File: config.mk
export PLATFORM = sky130hd
export DESIGN_NAME = cvpi_interpreter
export DESIGN_NICKNAME = d
export VERILOG_FILES = /design/src/cvpi_pkg.sv /design/src/cvpi_interpreter.sv /design/src/cvpi_flash.sv
export VERILOG_INCLUDE_DIRS = /design/src
export SDC_FILE = /design/constraint.sdc
export NUM_CORES = 1
export LEC_CHECK = 0
export ABC_CLOCK_PERIOD_IN_PS = 7700
export BUFFER_PORTS_ARGS = -buffer_cell sky130_fd_sc_hd__buf_2
export CORE_ASPECT_RATIO = 0.6
export CORE_UTILIZATION = 30
export CTS_BUF_LIST = sky130_fd_sc_hd__clkbuf_16
export DETAILED_ROUTE_END_ITERATION = 12
export GPL_ROUTABILITY_DRIVEN = 1
export PLACE_DENSITY = 0.53
export SLEW_MARGIN = 20
export SYNTH_ARGS = -nofsm -noshare
export SYNTH_HDL_FRONTEND = slang
export SYNTH_SLANG_ARGS = --single-unit
File: constraint.sdc
create_clock -name clock -period 7.7 [get_ports clock]
set_input_delay 1.54 -clock clock [delete_from_list [all_inputs] [get_ports clock]]
set_output_delay 1.54 -clock clock [all_outputs]
set_load 0.02 [all_outputs]
File: src/cvpi_regs.svh
// Constants of the config_variable programming interpreter
`ifndef CVPI_REGS_SVH
`define CVPI_REGS_SVH

// ==========================================================
// Timing
`define CVPI_CLK_NS 4
`define CVPI_TICK_NS 62500000
`define CVPI_TICK_CYC (`CVPI_TICK_NS / `CVPI_CLK_NS)

// ==========================================================
// Keypad entry limits
`define CVPI_ENTRY_ZERO 7'h50
`define CVPI_SHORT_LIM 7'h50
`define CVPI_LONG_KEY_NUM 10'h007
`define CVPI_LONG_KEY_VAL 8'h07
`define CVPI_HT_MAX 7'h63
`define CVPI_UNIT_MAX 7'h09
`define CVPI_VAL_MAX 10'h0ff
`define CVPI_TEN 10'h00a

// ==========================================================
// Lamp masks, one bit per tick, sixteen ticks a period
`define CVPI_M_OFF 16'h0000
`define CVPI_M_SHORT 16'h0101
`define CVPI_M_DOUBLE 16'h0005
`define CVPI_M_STEADY 16'hffff
`define CVPI_M_SLOW 16'h00ff
`define CVPI_M_LS 16'h0017
`define CVPI_M_LSS 16'h0057
`define CVPI_M_LSSS 16'h0157

// ==========================================================
// Service register and page translation
`define CVPI_PAGE_RST 8'h01
`define CVPI_REG_CV29 3'h4
`define CVPI_REG_PAGE 3'h5
`define CVPI_CV29 10'h01d

`endif

File: src/cvpi_pkg.sv
// Types of the config_variable programming interpreter
package cvpi_pkg;

  // ========================================================
  // Keypad procedure states, Gray along the usual path
  typedef enum logic [2:0] {
    CVPI_KP_NORMAL = 3'h0,
    CVPI_KP_S_NUM = 3'h1,
    CVPI_KP_S_VAL = 3'h3,
    CVPI_KP_L_NHI = 3'h2,
    CVPI_KP_L_NLO = 3'h6,
    CVPI_KP_L_VHI = 3'h7,
    CVPI_KP_L_VLO = 3'h5,
    CVPI_KP_SHOW = 3'h4
  } cvpi_kp_t;

  // ========================================================
  // Headlight patterns
  typedef enum logic [2:0] {
    CVPI_FL_OFF = 3'h0,
    CVPI_FL_SHORT = 3'h1,
    CVPI_FL_DOUBLE = 3'h2,
    CVPI_FL_STEADY = 3'h3,
    CVPI_FL_SLOW = 3'h4,
    CVPI_FL_LS = 3'h5,
    CVPI_FL_LSS = 3'h6,
    CVPI_FL_LSSS = 3'h7
  } cvpi_flash_t;

  // ========================================================
  // Track programming modes and commands
  typedef enum logic [1:0] {
    CVPI_DM_DIRECT = 2'h0,
    CVPI_DM_REGISTER = 2'h1,
    CVPI_DM_PAGED = 2'h2,
    CVPI_DM_MAIN = 2'h3
  } cvpi_dmode_t;

  typedef enum logic [1:0] {
    CVPI_DC_WR_BYTE = 2'h0,
    CVPI_DC_VFY_BYTE = 2'h1,
    CVPI_DC_WR_BIT = 2'h2,
    CVPI_DC_VFY_BIT = 2'h3
  } cvpi_dcmd_t;

endpackage

File: src/cvpi_interpreter.sv
// Config_variable programming interpreter, top module
// Function
// - Each variable holds one byte, 0 to 255
// - Accept direct, register, paged and main modes
// - Main: own address only, no read-back
// - Service track executes unaddressed writes
// - Bits numbered 0 lsb to 7 msb
// - Keypad procedure is write only
// - Enter keypad mode via address, direction, power
// - Entry 80 means value zero
// - Short mode: number and value below 80
// - Short mode awaiting number: brief periodic flash
// - Confirmed number: quick double flash, await value
// - Confirmed value: store, steady light, next number
// - Short mode exits on 80 or power cycle
// - Value 07 into 07 selects long mode
// - First long entry: number hundreds, tens
// - Second long entry: number units
// - Third long entry: value hundreds, tens
// - Fourth entry: write, light, stay long
// - Long mode ends only on power cycle
`timescale 1ns/10ps
`include "cvpi_regs.svh"

module cvpi_interpreter #(
  parameter int unsigned TICK_CYC = `CVPI_TICK_CYC
) (
  input wire logic clock, // Core clock, 250 MHz
  input wire logic rst_n, // Async reset, active low
  input wire logic track_power, // Track voltage present, pin
  input wire logic [13:0] own_addr, // Own locomotive address
  input wire logic dcc_valid, // Decoded track command pulse
  input wire cvpi_pkg::cvpi_dmode_t dcc_mode, // Programming mode
  input wire cvpi_pkg::cvpi_dcmd_t dcc_cmd, // Command kind
  input wire logic [13:0] dcc_addr, // Address of main commands
  input wire logic [9:0] dcc_num, // Variable or register number
  input wire logic [7:0] dcc_data, // Byte operand
  input wire logic [2:0] dcc_bit_pos, // Bit position
  input wire logic dcc_bit_val, // Bit operand
  input wire logic kp_word_valid, // Keypad entry pulse
  input wire logic [6:0] kp_word, // Keypad entry 1 to 80
  input wire logic kp_dir_held, // Direction change held level
  input wire logic kp_dir_change, // Direction change pulse
  input wire logic [7:0] cv_rd_data, // Store data, one cycle late
  output logic cv_wr_en, // Store write pulse
  output logic [9:0] cv_wr_num, // Store write number
  output logic [7:0] cv_wr_data, // Store write byte
  output logic cv_rd_en, // Store read pulse
  output logic [9:0] cv_rd_num, // Store read number
  output logic svc_ack, // Service acknowledge pulse
  output logic kp_active, // Keypad programming level
  output logic lamp // Headlight drive
);
  import cvpi_pkg::*;

  // ========================================================
  // State
  typedef struct packed {
    logic pwr_s1;
    logic pwr_s2;
    logic pwr_q;
    cvpi_kp_t kp;
    logic armed;
    logic pend;
    logic [6:0] word;
    logic ret_long;
    logic [9:0] num;
    logic [6:0] ht;
    cvpi_flash_t pat;
    logic restart;
    logic [7:0] page;
    logic busy;
    cvpi_dcmd_t cmd;
    logic svc;
    logic [2:0] bpos;
    logic bval;
    logic [7:0] data;
    logic wr_en;
    logic [9:0] wr_num;
    logic [7:0] wr_data;
    logic rd_en;
    logic [9:0] rd_num;
    logic ack;
    logic active;
  } cvpi_st_t;

  cvpi_st_t s_q, s_d;
  logic [6:0] kp_val;
  logic [9:0] asm_val;
  logic [9:0] tr_num;
  logic tr_ok;
  logic fl_done;
  logic fl_lamp_q;
  logic pwr_rise;
  logic pwr_fall;
  logic confirm;
  logic [7:0] bit_upd;

  // ========================================================
  // Lamp pattern generator
  cvpi_flash #(
    .TICK_CYC(TICK_CYC)
  ) u_flash (
    .clock(clock),
    .rst_n(rst_n),
    .pattern(s_q.pat),
    .restart(s_q.restart),
    .lamp(fl_lamp_q),
    .done(fl_done)
  );

  // ========================================================
  // Keypad decode helpers
  // entry 80 read as zero
  assign kp_val = (s_q.word == `CVPI_ENTRY_ZERO) ? 7'h00 : s_q.word;
  // Tens part times ten plus units
  assign asm_val = 10'(s_q.ht) * `CVPI_TEN + 10'(kp_val);
  assign pwr_rise = s_q.pwr_s2 && !s_q.pwr_q;
  assign pwr_fall = !s_q.pwr_s2 && s_q.pwr_q;
  assign confirm = kp_dir_change && s_q.pend;

  // ========================================================
  // Register and paged number translation
  // service register and page mapping
  always_comb begin
    tr_ok = 1'b1;
    tr_num = dcc_num;
    if (dcc_mode == CVPI_DM_REGISTER || dcc_mode == CVPI_DM_PAGED) begin
      unique case (dcc_num[2:0])
        3'h0, 3'h1, 3'h2, 3'h3: begin
          if (dcc_mode == CVPI_DM_PAGED) begin
            tr_num = {s_q.page[7:0] - 8'h01, dcc_num[1:0]} + 10'h001;
          end else begin
            tr_num = {8'h00, dcc_num[1:0]} + 10'h001;
          end
        end
        `CVPI_REG_CV29: tr_num = `CVPI_CV29;
        `CVPI_REG_PAGE: tr_ok = 1'b0;
        3'h6, 3'h7: tr_num = {7'h00, dcc_num[2:0]} + 10'h001;
      endcase
    end
  end

  // bit 0 is lsb, bit 7 msb
  always_comb begin
    bit_upd = cv_rd_data;
    bit_upd[s_q.bpos] = s_q.bval;
  end

  // ========================================================
  // Next state
  always_comb begin
    s_d = s_q;
    s_d.pwr_s1 = track_power;
    s_d.pwr_s2 = s_q.pwr_s1;
    s_d.pwr_q = s_q.pwr_s2;
    s_d.wr_en = 1'b0;
    s_d.rd_en = 1'b0;
    s_d.ack = 1'b0;
    s_d.restart = 1'b0;
    // A confirmation consumes the entry; a new entry wins
    if (confirm) begin
      s_d.pend = 1'b0;
    end
    if (kp_word_valid) begin
      s_d.word = kp_word;
      s_d.pend = 1'b1;
    end

    if (pwr_fall) begin
      s_d.kp = CVPI_KP_NORMAL;
      s_d.pat = CVPI_FL_OFF;
      s_d.restart = 1'b1;
      s_d.pend = 1'b0;
      s_d.busy = 1'b0;
    end else if (pwr_rise) begin
      if (s_q.armed) begin
        s_d.kp = CVPI_KP_S_NUM;
        s_d.pat = CVPI_FL_SHORT;
        s_d.restart = 1'b1;
        s_d.ret_long = 1'b0;
      end
      s_d.armed = 1'b0;
      s_d.pend = 1'b0;
    end else if (s_q.kp == CVPI_KP_NORMAL) begin
      // own address or 80 with direction held
      if (kp_word_valid && kp_dir_held &&
          (kp_word == own_addr[6:0] ||
           kp_word == `CVPI_ENTRY_ZERO)) begin
        s_d.armed = 1'b1;
      end
      // Track programming pipeline
      if (s_q.busy && !s_q.rd_en) begin // Wait for store data
        s_d.busy = 1'b0;
        unique case (s_q.cmd)
          CVPI_DC_VFY_BYTE: s_d.ack = (cv_rd_data == s_q.data);
          CVPI_DC_VFY_BIT: s_d.ack = (cv_rd_data[s_q.bpos] == s_q.bval);
          CVPI_DC_WR_BIT: begin
            s_d.wr_en = 1'b1;
            s_d.wr_num = s_q.rd_num;
            s_d.wr_data = bit_upd;
            s_d.ack = s_q.svc;
          end
          CVPI_DC_WR_BYTE: s_d.ack = 1'b0;
        endcase
      end else if (dcc_valid && !s_q.busy) begin
        s_d.svc = (dcc_mode != CVPI_DM_MAIN);
        s_d.cmd = dcc_cmd;
        s_d.bpos = dcc_bit_pos;
        s_d.bval = dcc_bit_val;
        s_d.data = dcc_data;
        if (dcc_mode == CVPI_DM_MAIN) begin
          if (dcc_addr == own_addr) begin
            if (dcc_cmd == CVPI_DC_WR_BYTE) begin
              s_d.wr_en = 1'b1;
              s_d.wr_num = dcc_num;
              s_d.wr_data = dcc_data;
            end else if (dcc_cmd == CVPI_DC_WR_BIT) begin
              s_d.rd_en = 1'b1;
              s_d.rd_num = dcc_num;
              s_d.busy = 1'b1;
            end
          end
        end else if (dcc_mode != CVPI_DM_DIRECT &&
                     dcc_cmd[1]) begin
          // Register and paged modes carry bytes only
          s_d.ack = 1'b0;
        end else if (!tr_ok) begin
          // Page register access
          if (dcc_cmd == CVPI_DC_WR_BYTE) begin
            s_d.page = dcc_data;
            s_d.ack = 1'b1;
          end else begin
            s_d.ack = (s_q.page == dcc_data);
          end
        end else if (dcc_cmd == CVPI_DC_WR_BYTE) begin
          s_d.wr_en = 1'b1;
          s_d.wr_num = tr_num;
          s_d.wr_data = dcc_data;
          s_d.ack = 1'b1;
        end else begin
          s_d.rd_en = 1'b1;
          s_d.rd_num = tr_num;
          s_d.busy = 1'b1;
        end
      end
    end else if (s_q.kp == CVPI_KP_SHOW) begin
      // after the steady light, next number
      if (fl_done) begin
        s_d.restart = 1'b1;
        if (s_q.ret_long) begin
          s_d.kp = CVPI_KP_L_NHI;
          s_d.pat = CVPI_FL_SLOW;
        end else begin
          s_d.kp = CVPI_KP_S_NUM;
          s_d.pat = CVPI_FL_SHORT;
        end
      end
    end else if (confirm) begin
      unique case (s_q.kp)
        CVPI_KP_S_NUM: begin
          if (s_q.word == `CVPI_ENTRY_ZERO) begin
            s_d.kp = CVPI_KP_NORMAL;
            s_d.pat = CVPI_FL_OFF;
            s_d.restart = 1'b1;
          end else if (s_q.word < `CVPI_SHORT_LIM) begin
            s_d.num = 10'(s_q.word);
            s_d.kp = CVPI_KP_S_VAL;
            s_d.pat = CVPI_FL_DOUBLE;
            s_d.restart = 1'b1;
          end
        end
        CVPI_KP_S_VAL: begin
          if (kp_val < `CVPI_SHORT_LIM) begin
            s_d.restart = 1'b1;
            // 07 into 07 selects long mode
            if (s_q.num == `CVPI_LONG_KEY_NUM &&
                8'(kp_val) == `CVPI_LONG_KEY_VAL) begin
              s_d.kp = CVPI_KP_L_NHI;
              s_d.pat = CVPI_FL_SLOW;
            end else begin
              s_d.wr_en = 1'b1;
              s_d.wr_num = s_q.num;
              s_d.wr_data = 8'(kp_val);
              s_d.kp = CVPI_KP_SHOW;
              s_d.pat = CVPI_FL_STEADY;
              s_d.ret_long = 1'b0;
            end
          end
        end
        CVPI_KP_L_NHI: begin
          if (kp_val <= `CVPI_HT_MAX) begin
            s_d.ht = kp_val;
            s_d.kp = CVPI_KP_L_NLO;
            s_d.pat = CVPI_FL_LS;
            s_d.restart = 1'b1;
          end
        end
        CVPI_KP_L_NLO: begin
          if (kp_val <= `CVPI_UNIT_MAX) begin
            s_d.num = asm_val;
            s_d.kp = CVPI_KP_L_VHI;
            s_d.pat = CVPI_FL_LSS;
            s_d.restart = 1'b1;
          end
        end
        CVPI_KP_L_VHI: begin
          if (kp_val <= `CVPI_HT_MAX) begin
            s_d.ht = kp_val;
            s_d.kp = CVPI_KP_L_VLO;
            s_d.pat = CVPI_FL_LSSS;
            s_d.restart = 1'b1;
          end
        end
        CVPI_KP_L_VLO: begin
          // write, light, stay in long mode
          if (kp_val <= `CVPI_UNIT_MAX &&
              asm_val <= `CVPI_VAL_MAX) begin
            s_d.wr_en = 1'b1;
            s_d.wr_num = s_q.num;
            s_d.wr_data = asm_val[7:0];
            s_d.kp = CVPI_KP_SHOW;
            s_d.pat = CVPI_FL_STEADY;
            s_d.ret_long = 1'b1;
            s_d.restart = 1'b1;
          end
        end
        default: s_d.kp = s_q.kp;
      endcase
    end
    s_d.active = (s_d.kp != CVPI_KP_NORMAL);
  end

  // ========================================================
  // State register
  always_ff @(posedge clock or negedge rst_n) begin
    if (!rst_n) begin
      s_q <= '0;
      s_q.page <= `CVPI_PAGE_RST;
    end else begin
      s_q <= s_d;
    end
  end

  // Outputs from flops
  assign cv_wr_en = s_q.wr_en;
  assign cv_wr_num = s_q.wr_num;
  assign cv_wr_data = s_q.wr_data;
  assign cv_rd_en = s_q.rd_en;
  assign cv_rd_num = s_q.rd_num;
  assign svc_ack = s_q.ack;
  assign kp_active = s_q.active;
  assign lamp = fl_lamp_q;
endmodule

File: src/cvpi_flash.sv
// Headlight pattern generator for keypad programming
`timescale 1ns/10ps
`include "cvpi_regs.svh"

module cvpi_flash #(
  parameter int unsigned TICK_CYC = `CVPI_TICK_CYC
) (
  input wire logic clock, // Core clock
  input wire logic rst_n, // Async reset, active low
  input wire cvpi_pkg::cvpi_flash_t pattern, // Selected pattern
  input wire logic restart, // Restart pattern from tick 0
  output logic lamp, // Headlight drive
  output logic done // Pulse at end of a one-shot
);
  import cvpi_pkg::*;

  typedef struct packed {
    logic [23:0] cnt;
    logic [3:0] idx;
    logic stop;
    logic lamp;
    logic done;
  } cvpi_fl_st_t;

  cvpi_fl_st_t s_q, s_d;
  logic [15:0] mask;
  logic one_shot;

  // ========================================================
  // Mask lookup
  always_comb begin
    one_shot = 1'b0;
    unique case (pattern)
      CVPI_FL_OFF: mask = `CVPI_M_OFF;
      CVPI_FL_SHORT: mask = `CVPI_M_SHORT;
      CVPI_FL_DOUBLE: begin
        mask = `CVPI_M_DOUBLE;
        one_shot = 1'b1;
      end
      CVPI_FL_STEADY: begin
        mask = `CVPI_M_STEADY;
        one_shot = 1'b1;
      end
      CVPI_FL_SLOW: mask = `CVPI_M_SLOW;
      CVPI_FL_LS: mask = `CVPI_M_LS;
      CVPI_FL_LSS: mask = `CVPI_M_LSS;
      CVPI_FL_LSSS: mask = `CVPI_M_LSSS;
    endcase
  end

  // ========================================================
  // Tick counter and lamp step
  always_comb begin
    s_d = s_q;
    s_d.done = 1'b0;
    if (restart) begin
      s_d.cnt = 24'h000000;
      s_d.idx = 4'h0;
      s_d.stop = 1'b0;
    end else if (!s_q.stop) begin
      if (s_q.cnt == 24'(TICK_CYC - 1)) begin
        s_d.cnt = 24'h000000;
        s_d.idx = s_q.idx + 4'h1;
        // One-shots halt after one period
        if (one_shot && s_q.idx == 4'hf) begin
          s_d.stop = 1'b1;
          s_d.done = 1'b1;
        end
      end else begin
        s_d.cnt = s_q.cnt + 24'h000001;
      end
    end
    s_d.lamp = !s_d.stop && mask[s_d.idx];
  end

  always_ff @(posedge clock or negedge rst_n) begin
    if (!rst_n) begin
      s_q <= '0;
    end else begin
      s_q <= s_d;
    end
  end

  assign lamp = s_q.lamp;
  assign done = s_q.done;
endmodule

Yosys cells after proc, flatten, opt, wreduce, memory -nomap -nowiden
Cells that the tools add are included.

Bits of input ports: 76. Logic and storage cells: 306. Register bits after elaboration: 124. Output and inout port bits: 33.

$lt $le $gt $ge: 8. Equal/unequal tests: 79. Reduce and logical (&&, ||, !) cells: 55. Add/subtract/negate cells: 7. Muxes and demuxes: 116. Multipliers: 1. Bitwise logic cells: 9.

Operator list (count): two-way mux 19 bit (10); case mux 16 bit (8 select lines) (1); two-way mux 30 bit (4); two-way mux 47 bit (2); two-way mux 11 bit (6); two-way mux 29 bit (2); two-way mux 10 bit (5); two-way mux 3 bit (16); two-way mux 22 bit (2); two-way mux 4 bit (11); case mux 19 bit (2 select lines) (1); == test 3 bit (second input constant) (12); two-way mux 1 bit (35); two-way mux 31 bit (1); case mux 10 bit (3 select lines) (1); AND reduction 9 bit (3); inequality test 5 bit (second input constant) (5); adder 24 x 1 -> 24 bit (second input constant) (1); == test 24 bit (second input constant) (1); two-way mux 24 bit (1); inequality test 2 bit (second input constant) (12); inequality test 3 bit (second input constant) (8); case mux 4 bit (6 select lines) (1); case mux 10 bit (2 select lines) (1); other kinds (67) (133).

Longest topological paths before layout
Gate-level depths: netlist of the first run.

Depth after elaboration: 14. Gate-level depth with buffers: 17. Mapped depth without buffers: 14.

Hierarchy
From an unflattened synthesis of the first run, not the netlist that was laid out.

Cell total of the unflattened synthesis: 1024. Area, all modules: 8984.9 µm².

Modules (own cells, without submodules): cvpi_interpreter (cells each 807, sequential area each 2328.5 µm², area an instance 7078.0 µm², instances 1); cvpi_flash (cells each 217, sequential area each 775.7 µm², area an instance 1906.8 µm², instances 1).

Worst setup path after synthesis of the first run
OpenSTA, ideal clock, no wires.

Path type: input -> register. Start point: input port dcc_num[0]. End point: register s_q (netlist bit cv_wr_num[0]). Cell stages on the path: 11. Path buffers: 2. Required time: 7.573 ns. Arrival time: 3.947 ns. Setup slack: 3.625 ns. Setup time: 0.127 ns. Path through: clkbuf_1 > inv_1 > ha_1 > or4_1 > o21ai_1 > clkbuf_1 > nand2_1 > a32oi_1 > nor2_1 > a221o_1 > mux2_1.

Cells in the longest elaborated chain, start to end: 11. Elaborated cells on any way between the ends: 29. Classes of those cells: 3 x add/sub; 8 x eq/ne; 14 x mux; 4 x reduce/logical.

RTL lines: from (decl) (line cvpi_interpreter.sv:36) `input wire logic [9:0] dcc_num,`; adder 10 x 1 -> 10 bit (tied with other cells) (line cvpi_interpreter.sv:132) `tr_num = {s_q.page[7:0] - 8'h01, dcc_num[1:0]} + 10'h001;`; two-way mux 10 bit (tied with other cells) (line cvpi_interpreter.sv:131) `if (dcc_mode == CVPI_DM_PAGED) begin`; case mux 10 bit (3 select lines) (line cvpi_interpreter.sv:129) `unique case (dcc_num[2:0])`; two-way mux 10 bit (line cvpi_interpreter.sv:128) `if (dcc_mode == CVPI_DM_REGISTER || dcc_mode == CVPI_DM_PAGED) begin`; two-way mux 19 bit (line cvpi_interpreter.sv:236) `end else if (dcc_cmd == CVPI_DC_WR_BYTE) begin`; two-way mux 30 bit (line cvpi_interpreter.sv:228) `end else if (!tr_ok) begin`; two-way mux 30 bit (line cvpi_interpreter.sv:224) `end else if (dcc_mode != CVPI_DM_DIRECT &&`; two-way mux 30 bit (line cvpi_interpreter.sv:212) `if (dcc_mode == CVPI_DM_MAIN) begin`; two-way mux 47 bit (line cvpi_interpreter.sv:206) `end else if (dcc_valid && !s_q.busy) begin`; two-way mux 19 bit (line cvpi_interpreter.sv:193) `if (s_q.busy && !s_q.rd_en) begin`; two-way mux 19 bit (line cvpi_interpreter.sv:185) `end else if (s_q.kp == CVPI_KP_NORMAL) begin`; to (decl) (line cvpi_interpreter.sv:87) `cvpi_st_t s_q, s_d;`.

Several ways; a longest one is shown, not always the timed one. The select of a mux whose other input is x is not followed. A chain may end at the register's enable or synchronous reset.

Worst setup path after layout of the first run
Start point: register s_q[81] (netlist name). End point: register s_q (netlist bit cv_wr_num[0]).

Cells in the longest elaborated chain, start to end: 7. Elaborated cells on any way between the ends: 13. Classes of those cells: 1 x add/sub; 3 x order compare; 5 x eq/ne; 1 x mux; 3 x reduce/logical.

RTL lines: == test 7 bit (no line); two-way mux 7 bit (*) (line cvpi_interpreter.sv:115) `` assign kp_val = (s_q.word == `CVPI_ENTRY_ZERO) ? 7'h00 : s_q.word; ``; adder 10 x 7 -> 10 bit (line cvpi_interpreter.sv:117) `` assign asm_val = 10'(s_q.ht) * `CVPI_TEN + 10'(kp_val); ``; <= comparator 10 x 8 -> 1 bit (no line); logical AND 1 bit (no line); inequality test 3 bit (no line); AND reduction 14 bit (no line) (*).

Every way passes the cells marked *; elsewhere a longest branch is shown, timed or not.

==> qor.txt, run 1 <==
initial cell density of the core: 31.08%
clock root cell: clkbuf_16
layout cells sized above 1: 16.81%
Worst Path Required: 8.02 ns
vias in the first global route: 7194
DR top layer: met4
clk sink count: 124
Post-layout nets: 1161
Routed met2 length: 9278 um
Synth area leader: dfrtp_1
status: finished, final reports clean
top cells by count, synth: dfrtp_1 (123), o21ai_0 (101), nand2_1 (100)
DR vias/cell: 5.451
wire length on met1: 14880 um
Initial DRC Count: 786
antenna violations before repair: 1
largest net degree at the start of global routing: 65
relative slew slack: 30.69%
remaining global-route overflow: 0
top post-synthesis cells by area: dfrtp_1 (35%), o21ai_0 (5.8%), ha_1 (4.3%)
CTS H-tree lvls: 4
Hold WC Path Type: flop to flop
synthesized flop and latch total: 124
Vias: 7806
Post-CTS Hold Buffers: 0
Pwr Density: 226.9 mW/mm2
gp weighted congestion: 0.9117
total net switching power: 0.7869 mW
Die Span X: 222.3 um
Avg Cell Area, Syn: 8.692 um2
Fin. Hold Viols: 0
Worst Slack Setup Final: 2.924 ns
Die Y-Extent: 134.2 um
Gate power share: 24.4%
Seq pwr share: 41.0%
Synth Flop Type: dfrtp_1
post-cts resize count: 0
met3 WL: 2780 um
# fillers: 2904
footprint of the multi-input gates: 0.005072 mm2
Mapped Nets: 1113
Worst-Skew Late Latency: 0.44 ns
Max-Cap Viols: 0
share of the yosys chip area belonging to registers: 35.53%
Post-synth EDFFs: 0
CP Max Fanout: 18
CTS clk-pin slew, worst paths: 0.06 ns
post-route ant nets: 0
crit path time final: 4.776 ns
Yosys Warn Count: 0
final setup vio count: 0
post-place setup slack: 2.996 ns
endpoint class of the critical path: flop
Slew Viols, Final: 0
Netlist cell types: 84
total routing usage reported by global routing: 18.70%
global-route wire length before repair: 42770 um
critical path class: flop to flop
Lkg Pwr: 4.414 nW
# port buffers: 108
Internal: 1.459 mW
Yosys top cell area share: 35.23%
most frequent cell after synthesis: dfrtp_1
Slew @ Worst Pin: 1.034 ns
Bufs on Longest Clock Path: 2
Post-CTS Setup Bufs: 0
Gate Count Post-Synth: 1005
TritonCTS clock tree: yes
Critical Path Source Type: flop
VDD IR-drop max: 0.1110 mV
I/O pin count: 109
core area: 0.02811 mm2
ant diodes: 0
RSZ-0062 raised after global routing: no
FP Rows: 47
Clock power frac: 34.6%
# DRC: 0
Syn-to-layout area delta: 13.32%
Die Area: 0.02983 mm2
clock skew: 0.01016 ns
Critical Path AT: 5.09 ns
Async SR Flop Fraction: 100.0%
setup TNS: 0 ns
switching power share of the total: 35.04%
Post-Synthesis Cell Area: 0.008736 mm2
routed len/inst: 18.98 um
DRT Wirelength: 27190 um
clock buffer count from CTS: 17
Detailed Routing Iterations Pass 1: 5
dpl hpwl: 21010 um
Register Area: 0.003104 mm2
Period Utilization, post-route: 62.02%
Fmax achieved: 209.4 MHz
layout make-up:
class                           instances  share of cell area (%)
Clock buffer                           17                   4.297
Clock inverter                         14                   1.352
Inverter                               35                   1.327
Multi-Input combinational cell        763                   51.24
Sequential cell                       124                   31.36
Tap cell                              367                   4.639
Timing Repair Buffer                  112                   5.789
cells in the final DEF (no fill, tap or decap), drive strengths merged, types with 6 or more instances in the layout:
cell	count
xor2	36
nor4	11
nand4	16
clkbuf	17
or3	9
ha	30
mux2	33
a22oi	17
clkinv	6
and3	13
or2	7
nand3b	6
o22ai	6
o211ai	6
nor3	24
and2	7
o21ai	111
inv	38
a21oi	55
nand2	100
nand2b	10
buf	112
mux2i	23
dfrtp	123
nand3	22
xnor2	28
a211oi	7
a31oi	12
o2bb2ai	7
nor2	74
power by group through the flow:
stage	Combinational, mW	Clock (mW)	Sequential (mW)
after floorplan	0.465	0	0.839
after detailed placement	0.544	0	0.926
after global routing	0.604	0.827	0.938
final	0.548	0.777	0.921
after CTS	0.546	0.797	0.916
after global placement	0.539	0	0.927
final timing paths:
check | slack (ns) | to | cells past startpoint | from
max in group asynchronous | 5.11 | u_flash.s_q[17] | 2 | rst_n
min in group asynchronous | 1.20 | s_q[38] | 1 | rst_n
hold / removal | 0.35 | s_d[90] | 0 | s_d[91]
setup / recovery | 2.92 | cv_wr_num[0] | 13 | s_q[81]
setup reg to reg | 2.92 | cv_wr_num[0] | 13 | s_q[81]
hold reg to reg | 0.35 | s_d[90] | 0 | s_d[91]
worst max-delay path, cell delays in order (launching register included):
cell and delay, ns:
dfrtp_1 0.55, nor4_1 0.39, nand3_1 0.18, or2_2 0.35, and2_1 0.17, ha_1 0.35
and3_1 0.19, a221oi_1 0.10, or3_1 0.37, or3_1 0.36, a211o_1 0.32, nand3_2 0.21
or2_1 0.72, mux2_1 0.39
routing by layer:
metal / vias to the layer above / GRT usage, %
li1: 3736 / -
met1: 3718 / 31.18
met2: 333 / 21.54
met3: 19 / 5.783
met4: 0 / 4.552
met5: - / 0
registers in the layout (all words and copies together) (netlist names):
signal and count:
s_q 59, u_flash.s_q 29, cv_rd_num 10, cv_wr_num 10, cv_wr_data 8, s_d 2
cv_rd_en 1, cv_wr_en 1, kp_active 1, svc_ack 1, u_flash.done 1, u_flash.lamp 1
per-stage QoR:
| stage | instance area, um2 | util, % | cells | power, mW | hold slack [ns] |
|---|---|---|---|---|---|
| 2_1_floorplan | 8736 | - | 1005 | 1.304 | 0.3312 |
| 3_3_place_gp | 9338 | 33.22 | 1401 | 1.466 | 0.3366 |
| 3_5_place_dp | 9340 | 33.23 | 1401 | 1.469 | 0.3459 |
| 4_1_cts | 9899 | 35.22 | 1432 | 2.258 | 0.3500 |
| 5_1_grt | 9899 | 35.22 | 1432 | 2.370 | 0.3620 |
| 6_report | 9899 | 35.22 | 1432 | 2.246 | 0.3473 |
cells by family (layout without fill, tap and decap cells):
logic type	Yosys count	count (layout)	share of synthesized area, %
multiplexers	58	58	7.405
AO/OA/AOI/OAI	283	283	20.61
XOR/XNOR	65	65	6.674
buffers and inverters	118	178	6.488
adder cells (fa/ha/maj)	34	34	4.984
AND/OR/NAND/NOR	323	323	18.30
flip-flops	124	124	35.53
(Power assumes the default switching activity.)
==> run 2: changes to the inputs <==
- ABC_CLOCK_PERIOD_IN_PS: 7700 -> 3950
- PLACE_DENSITY: 0.53 -> 0.54
- clock period: 7.7 -> 3.95 ns (I/O delays scaled with it)
==> run 2 against run 1 <==
  * Setup slack lost 2.8 ns
  * Sequential share of layout area shrank 1.3 points
  * Cell count grew 2.6%
  * Clock power grew 110%
  * First-iteration DRC count grew 6.6%
  * Clock-buffer cell count is the same
  * Critical path depth grew 2
  * Via count grew 2.9%
  * Clock skew grew 0.00094 ns
  * Hold slack lost 0.12 ns
  * Critical path type unchanged
  * Non-clock buffer count grew 36
  * Flip-flop and latch count is the same
==> qor.txt, run 2 (synthesis gave the netlist of run 1 again) <==
critical path class: flop to flop
# fillers: 2915
Max-Cap Viols: 0
Register Area: 0.003104 mm2
Reg2Reg Setup Slack: 0.09 ns
Fmax achieved: 259.2 MHz
RR Startpoint: s_q[63]
Vias: 8034
Worst Path Required: 4.26 ns
clock buffer count from CTS: 17
Slew @ Worst Pin: 0.8703 ns
Lkg Pwr: 4.643 nW
met1 usage in global routing: 32.13%
antenna violations before repair: 0
max FFs per register: 59
met3 usage: 5.696%
post-route ant nets: 0
Worst-Skew Late Latency: 0.43 ns
Bufs on Longest Clock Path: 2
endpoint class of the critical path: flop
DR vias/cell: 5.469
CTS clk-pin slew, worst paths: 0.06 ns
Reg-to-Reg End: cv_wr_num[0]
FP Rows: 47
Detailed Routing Iterations Pass 1: 5
Slew Viols, Final: 0
I/O pin count: 109
DRT Wirelength: 27660 um
VDD IR-drop max: 0.3209 mV
status: finished, final reports clean
largest registers: s_q x59, u_flash.s_q x29
relative slew slack: 41.37%
routed len/inst: 18.83 um
Critical Path AT: 4.17 ns
Die Span X: 222.3 um
FF-to-FF path depth: 15
clock skew: 0.01110 ns
Hold WC Path Type: input pin to asynchronous set/reset pin
Syn-to-layout area delta: 18.38%
crit path time final: 3.858 ns
CTS H-tree lvls: 4
setup TNS: 0 ns
clock root cell: clkbuf_16
Die Y-Extent: 134.2 um
# DRC: 0
final setup vio count: 0
dpl hpwl: 21250 um
# port buffers: 108
CP Max Fanout: 4
TritonCTS clock tree: yes
ant diodes: 0
commonest non-fill, non-tap cell in the layout: dfrtp_1
met2 global-route usage: 21.80%
grt peak-use layer: met1
layout cells sized above 1: 20.69%
core area: 0.02811 mm2
WHS: 0.2280 ns
initial cell density of the core: 31.08%
Initial DRC Count: 838
global-route wire length before repair: 43390 um
total routing usage reported by global routing: 18.94%
Die Area: 0.02983 mm2
Period Utilization, post-route: 97.68%
Most flops, register: s_q
vias in the first global route: 7325
Critical Path Source Type: flop
gp weighted congestion: 0.9277
remaining global-route overflow: 0
largest net degree at the start of global routing: 62
Pwr Density: 446.4 mW/mm2
clk sink count: 124
Post-layout nets: 1197
footprint of the multi-input gates: 0.005135 mm2
commonest non-fill, non-tap cells in the layout: dfrtp_1 (123), buf_2 (107), o21ai_0 (101)
Fin. Hold Viols: 0
## run 2: changes by cell type in the layout (fill, tap and decap cells not counted), sizes merged
cell      change
clkinvlp      -1
buf          +34
bufinv        +2
clkbuf        +2
## run 2: layout make-up
| type | instances | share of cell area [%] |
|---|---|---|
| clock buffer | 17 | 4.114 |
| clock inverter | 15 | 1.766 |
| inverter | 35 | 1.270 |
| multi-input combinational | 763 | 49.65 |
| sequential | 124 | 30.02 |
| tap | 367 | 4.440 |
| timing repair buffer | 148 | 8.736 |
## run 2: where the power goes
group          internal, mW  switching [mW]  total (mW)
logic                 0.507           0.681        1.19
clock network          1.04           0.606        1.65
registers              1.49           0.292        1.78
total                  3.04            1.58        4.62
## run 2: how the worst max path moves through the flow
stage	start	to	slack, ns	cells past startpoint
finish	s_q[63]	cv_wr_num[0]	0.09	15
global route	s_q[63]	cv_wr_num[2]	-0.02	14
CTS	s_q[63]	cv_wr_num[2]	0.04	15
detailed placement	s_q[63]	cv_wr_num[2]	0.05	15
global placement	s_q[63]	cv_wr_num[2]	0.12	15
floorplan	s_q[61]	cv_wr_data[0]	0.13	15
## run 2: worst max-delay path, stage by stage (launching register included)
cell and delay (ns):
dfrtp_1 0.40, ha_1 0.29, ha_2 0.17, inv_1 0.06, fa_2 0.52, inv_2 0.05, ha_4 0.27, and3_4 0.18
a221oi_2 0.06, or3_4 0.38, or3_4 0.34, a41oi_2 0.15, nand3_2 0.10, or2_4 0.29, clkbuf_16 0.18, mux2_1 0.30
## run 2: metal layers
layer / share of wire, % / up-vias
met5: 0 / -
met4: 0.69 / 0
met3: 9.1 / 20
met2: 34 / 324
met1: 56 / 3883
li1: - / 3807
## run 2: through the flow
| stage | std cells | cell area (um2) | setup slack, ns | utilization (%) | total power, mW |
|---|---|---|---|---|---|
| after floorplan | 1005 | 8736 | 0.1278 | - | 2.542 |
| after global placement | 1431 | 9583 | 0.1166 | 34.09 | 2.901 |
| after detailed placement | 1431 | 9583 | 0.05084 | 34.09 | 2.912 |
| after CTS | 1463 | 10190 | 0.04144 | 36.25 | 4.584 |
| after global routing | 1469 | 10340 | -0.02142 | 36.79 | 4.855 |
| final | 1469 | 10340 | 0.09163 | 36.79 | 4.616 |
## run 2: what timing repair did
| action | CTS | global route |
|---|---|---|
| hold buffers | 0 | 0 |
| resized for setup | 0 | 14 |
| buffers inserted | 0 | 4 |
| setup endpoints to repair | 0 | 13 |
==> run 3: changes to the inputs <==
- BUFFER_PORTS_ARGS: -buffer_cell sky130_fd_sc_hd__buf_2 -> -buffer_cell sky130_fd_sc_hd__clkbuf_2
==> run 3 against run 2 <==
  * First-iteration DRC count is 6.3% lower
  * Sequential share of layout area grew 0.14 points
  * Sequential power is essentially flat
  * Critical endpoint is now cv_wr_data[7]
  * Maximum frequency hardly changed
  * Largest power group unchanged
==> qor.txt, run 3 (synthesis gave the netlist of run 1 again) <==
RR Startpoint: s_q[63]
slowest CP cell: fa_2
Reg-to-Reg End: cv_wr_data[7]
switching power share of the total: 33.98%
Initial DRC Count: 785
Die Span X: 222.3 um
Post-CTS Hold Buffers: 0
commonest non-fill, non-tap cell in the layout: dfrtp_1
DP Area: 0.009583 mm2
TritonCTS clock tree: yes
total routing usage reported by global routing: 19.23%
Pwr Density: 452.9 mW/mm2
largest net degree at the start of global routing: 62
Slew Viols, Final: 0
remaining global-route overflow: 0
endpoint class of the critical path: flop
Worst Path Required: 4.27 ns
Setup crit start: s_q[63]
Lkg Pwr: 4.610 nW
clock skew: 0.009973 ns
Vias: 7969
I/O pin count: 109
Clock power frac: 37.0%
Critical Path AT: 4.17 ns
Levels on crit path: 15
worst path buffer plus inverter count: 3
commonest non-fill, non-tap cells in the layout: dfrtp_1 (123), clkbuf_2 (107), o21ai_0 (101)
Die Y-Extent: 134.2 um
DRT Wirelength: 27760 um
Detailed Routing Iterations Pass 1: 5
final setup vio count: 0
Internal: 3.078 mW
crit path time final: 3.855 ns
Critical Path, Cell by Cell: ha_1 > ha_1 > inv_1 > fa_2 > inv_1 > ha_4 > and3_4 > a221oi_2 > or3_4 > or3_4 > a211o_1 > nand3_2 > or2_4 > buf_12 > mux2_1
Slew @ Worst Pin: 0.9159 ns
core area: 0.02811 mm2
VDD IR-drop max: 0.3109 mV
Period Utilization, post-route: 97.59%
CTS H-tree lvls: 4
relative slew slack: 38.30%
initial cell density of the core: 31.08%
ant diodes: 0
clk sink count: 124
total net switching power: 1.584 mW
# DRC: 0
max FFs per register: 59
CTS clk-pin slew, worst paths: 0.06 ns
gp weighted congestion: 0.9384
Syn-to-layout area delta: 17.83%
vias in the first global route: 7354
Fmax achieved: 259.4 MHz
Most flops, register: s_q
Gate power share: 24.8%
Reg2Reg Setup Slack: 0.1 ns
Die Area: 0.02983 mm2
CP Max Fanout: 18
final core utilization: 36.62%
CP delay by family, top: adder cells
Max-Cap Viols: 0
Setup crit end: cv_wr_data[7]
Worst-Skew Late Latency: 0.44 ns
layout cells sized above 1: 20.26%
FP Rows: 47
status: finished, final reports clean
antenna violations before repair: 0
Fin. Hold Viols: 0
post-route cell area: 0.01029 mm2
post-route ant nets: 0
clock buffer count from CTS: 17
DR vias/cell: 5.447
clock root cell: clkbuf_16
global-route wire length before repair: 44150 um
dpl hpwl: 21380 um
largest registers: s_q x59, u_flash.s_q x29
Seq pwr share: 38.2%
crit-path max cell delay: 0.51 ns
# port buffers: 108
routed len/inst: 18.98 um
Post-layout nets: 1192
Bufs on Longest Clock Path: 2
critical path class: flop to flop
Critical Path Source Type: flop
FF-to-FF path depth: 15
Hold WC Path Type: input pin to asynchronous set/reset pin
## run 3: cell count changes in the layout (fill, tap and decap cells not counted), sizes merged
cell	delta
clkbuf	+105
buf	-110
bufinv	+1
inv	-1
clkinv	-1
## run 3: layout make-up
type | instances | area (um2)
clock buffers | 17 | 425.4
clock inverters | 14 | 203.9
fillers | 2907 | 17820
inverters | 35 | 131.4
multi-input cells | 763 | 5139
flip-flops and latches | 124 | 3104
well taps | 367 | 459.2
repair buffers | 143 | 830.8
## run 3: power by group through the flow
stage | combinational, mW | sequential, mW | clock (mW)
final | 1.16 | 1.78 | 1.72
after global routing | 1.27 | 1.81 | 1.82
after CTS | 1.13 | 1.77 | 1.75
after detailed placement | 1.13 | 1.79 | 0
after global placement | 1.12 | 1.79 | 0
after floorplan | 0.906 | 1.64 | 0
## run 3: per-layer routing
metal | track usage [%] | vias up | wire length (um)
li1 | - | 3793 | -
met3 | 5.301 | 20 | 2671
met5 | 0 | - | 0
met4 | 5.054 | 0 | 258
met1 | 32.19 | 3859 | 15170
met2 | 22.34 | 297 | 9662
## run 3: worst min path at each step
stage / from / end / cells past startpoint
6_report: rst_n / s_q[41] / 1
3_3_place_gp: s_d[91] / s_d[90] / 0
3_5_place_dp: s_d[91] / s_d[90] / 0
5_1_grt: rst_n / s_q[41] / 1
2_1_floorplan: s_d[91] / s_d[90] / 0
4_1_cts: rst_n / s_q[41] / 1
## run 3: through the flow
stage | cells | hold slack, ns | worst slack (ns) | TNS (ns) | power (mW)
2_1_floorplan | 1005 | 0.3312 | 0.1278 | 0 | 2.542
3_3_place_gp | 1431 | 0.3384 | 0.1140 | 0 | 2.903
3_5_place_dp | 1431 | 0.3412 | 0.04175 | 0 | 2.915
4_1_cts | 1462 | 0.2129 | 0.007766 | 0 | 4.654
5_1_grt | 1463 | 0.2215 | -0.01713 | -0.05460 | 4.899
6_report | 1463 | 0.2191 | 0.09505 | 0 | 4.662
## run 3: repair_timing
action / 4_1_cts / 5_1_grt
buffers inserted: 0 / 1
setup endpoints to repair: 0 / 19
resized for setup: 0 / 13
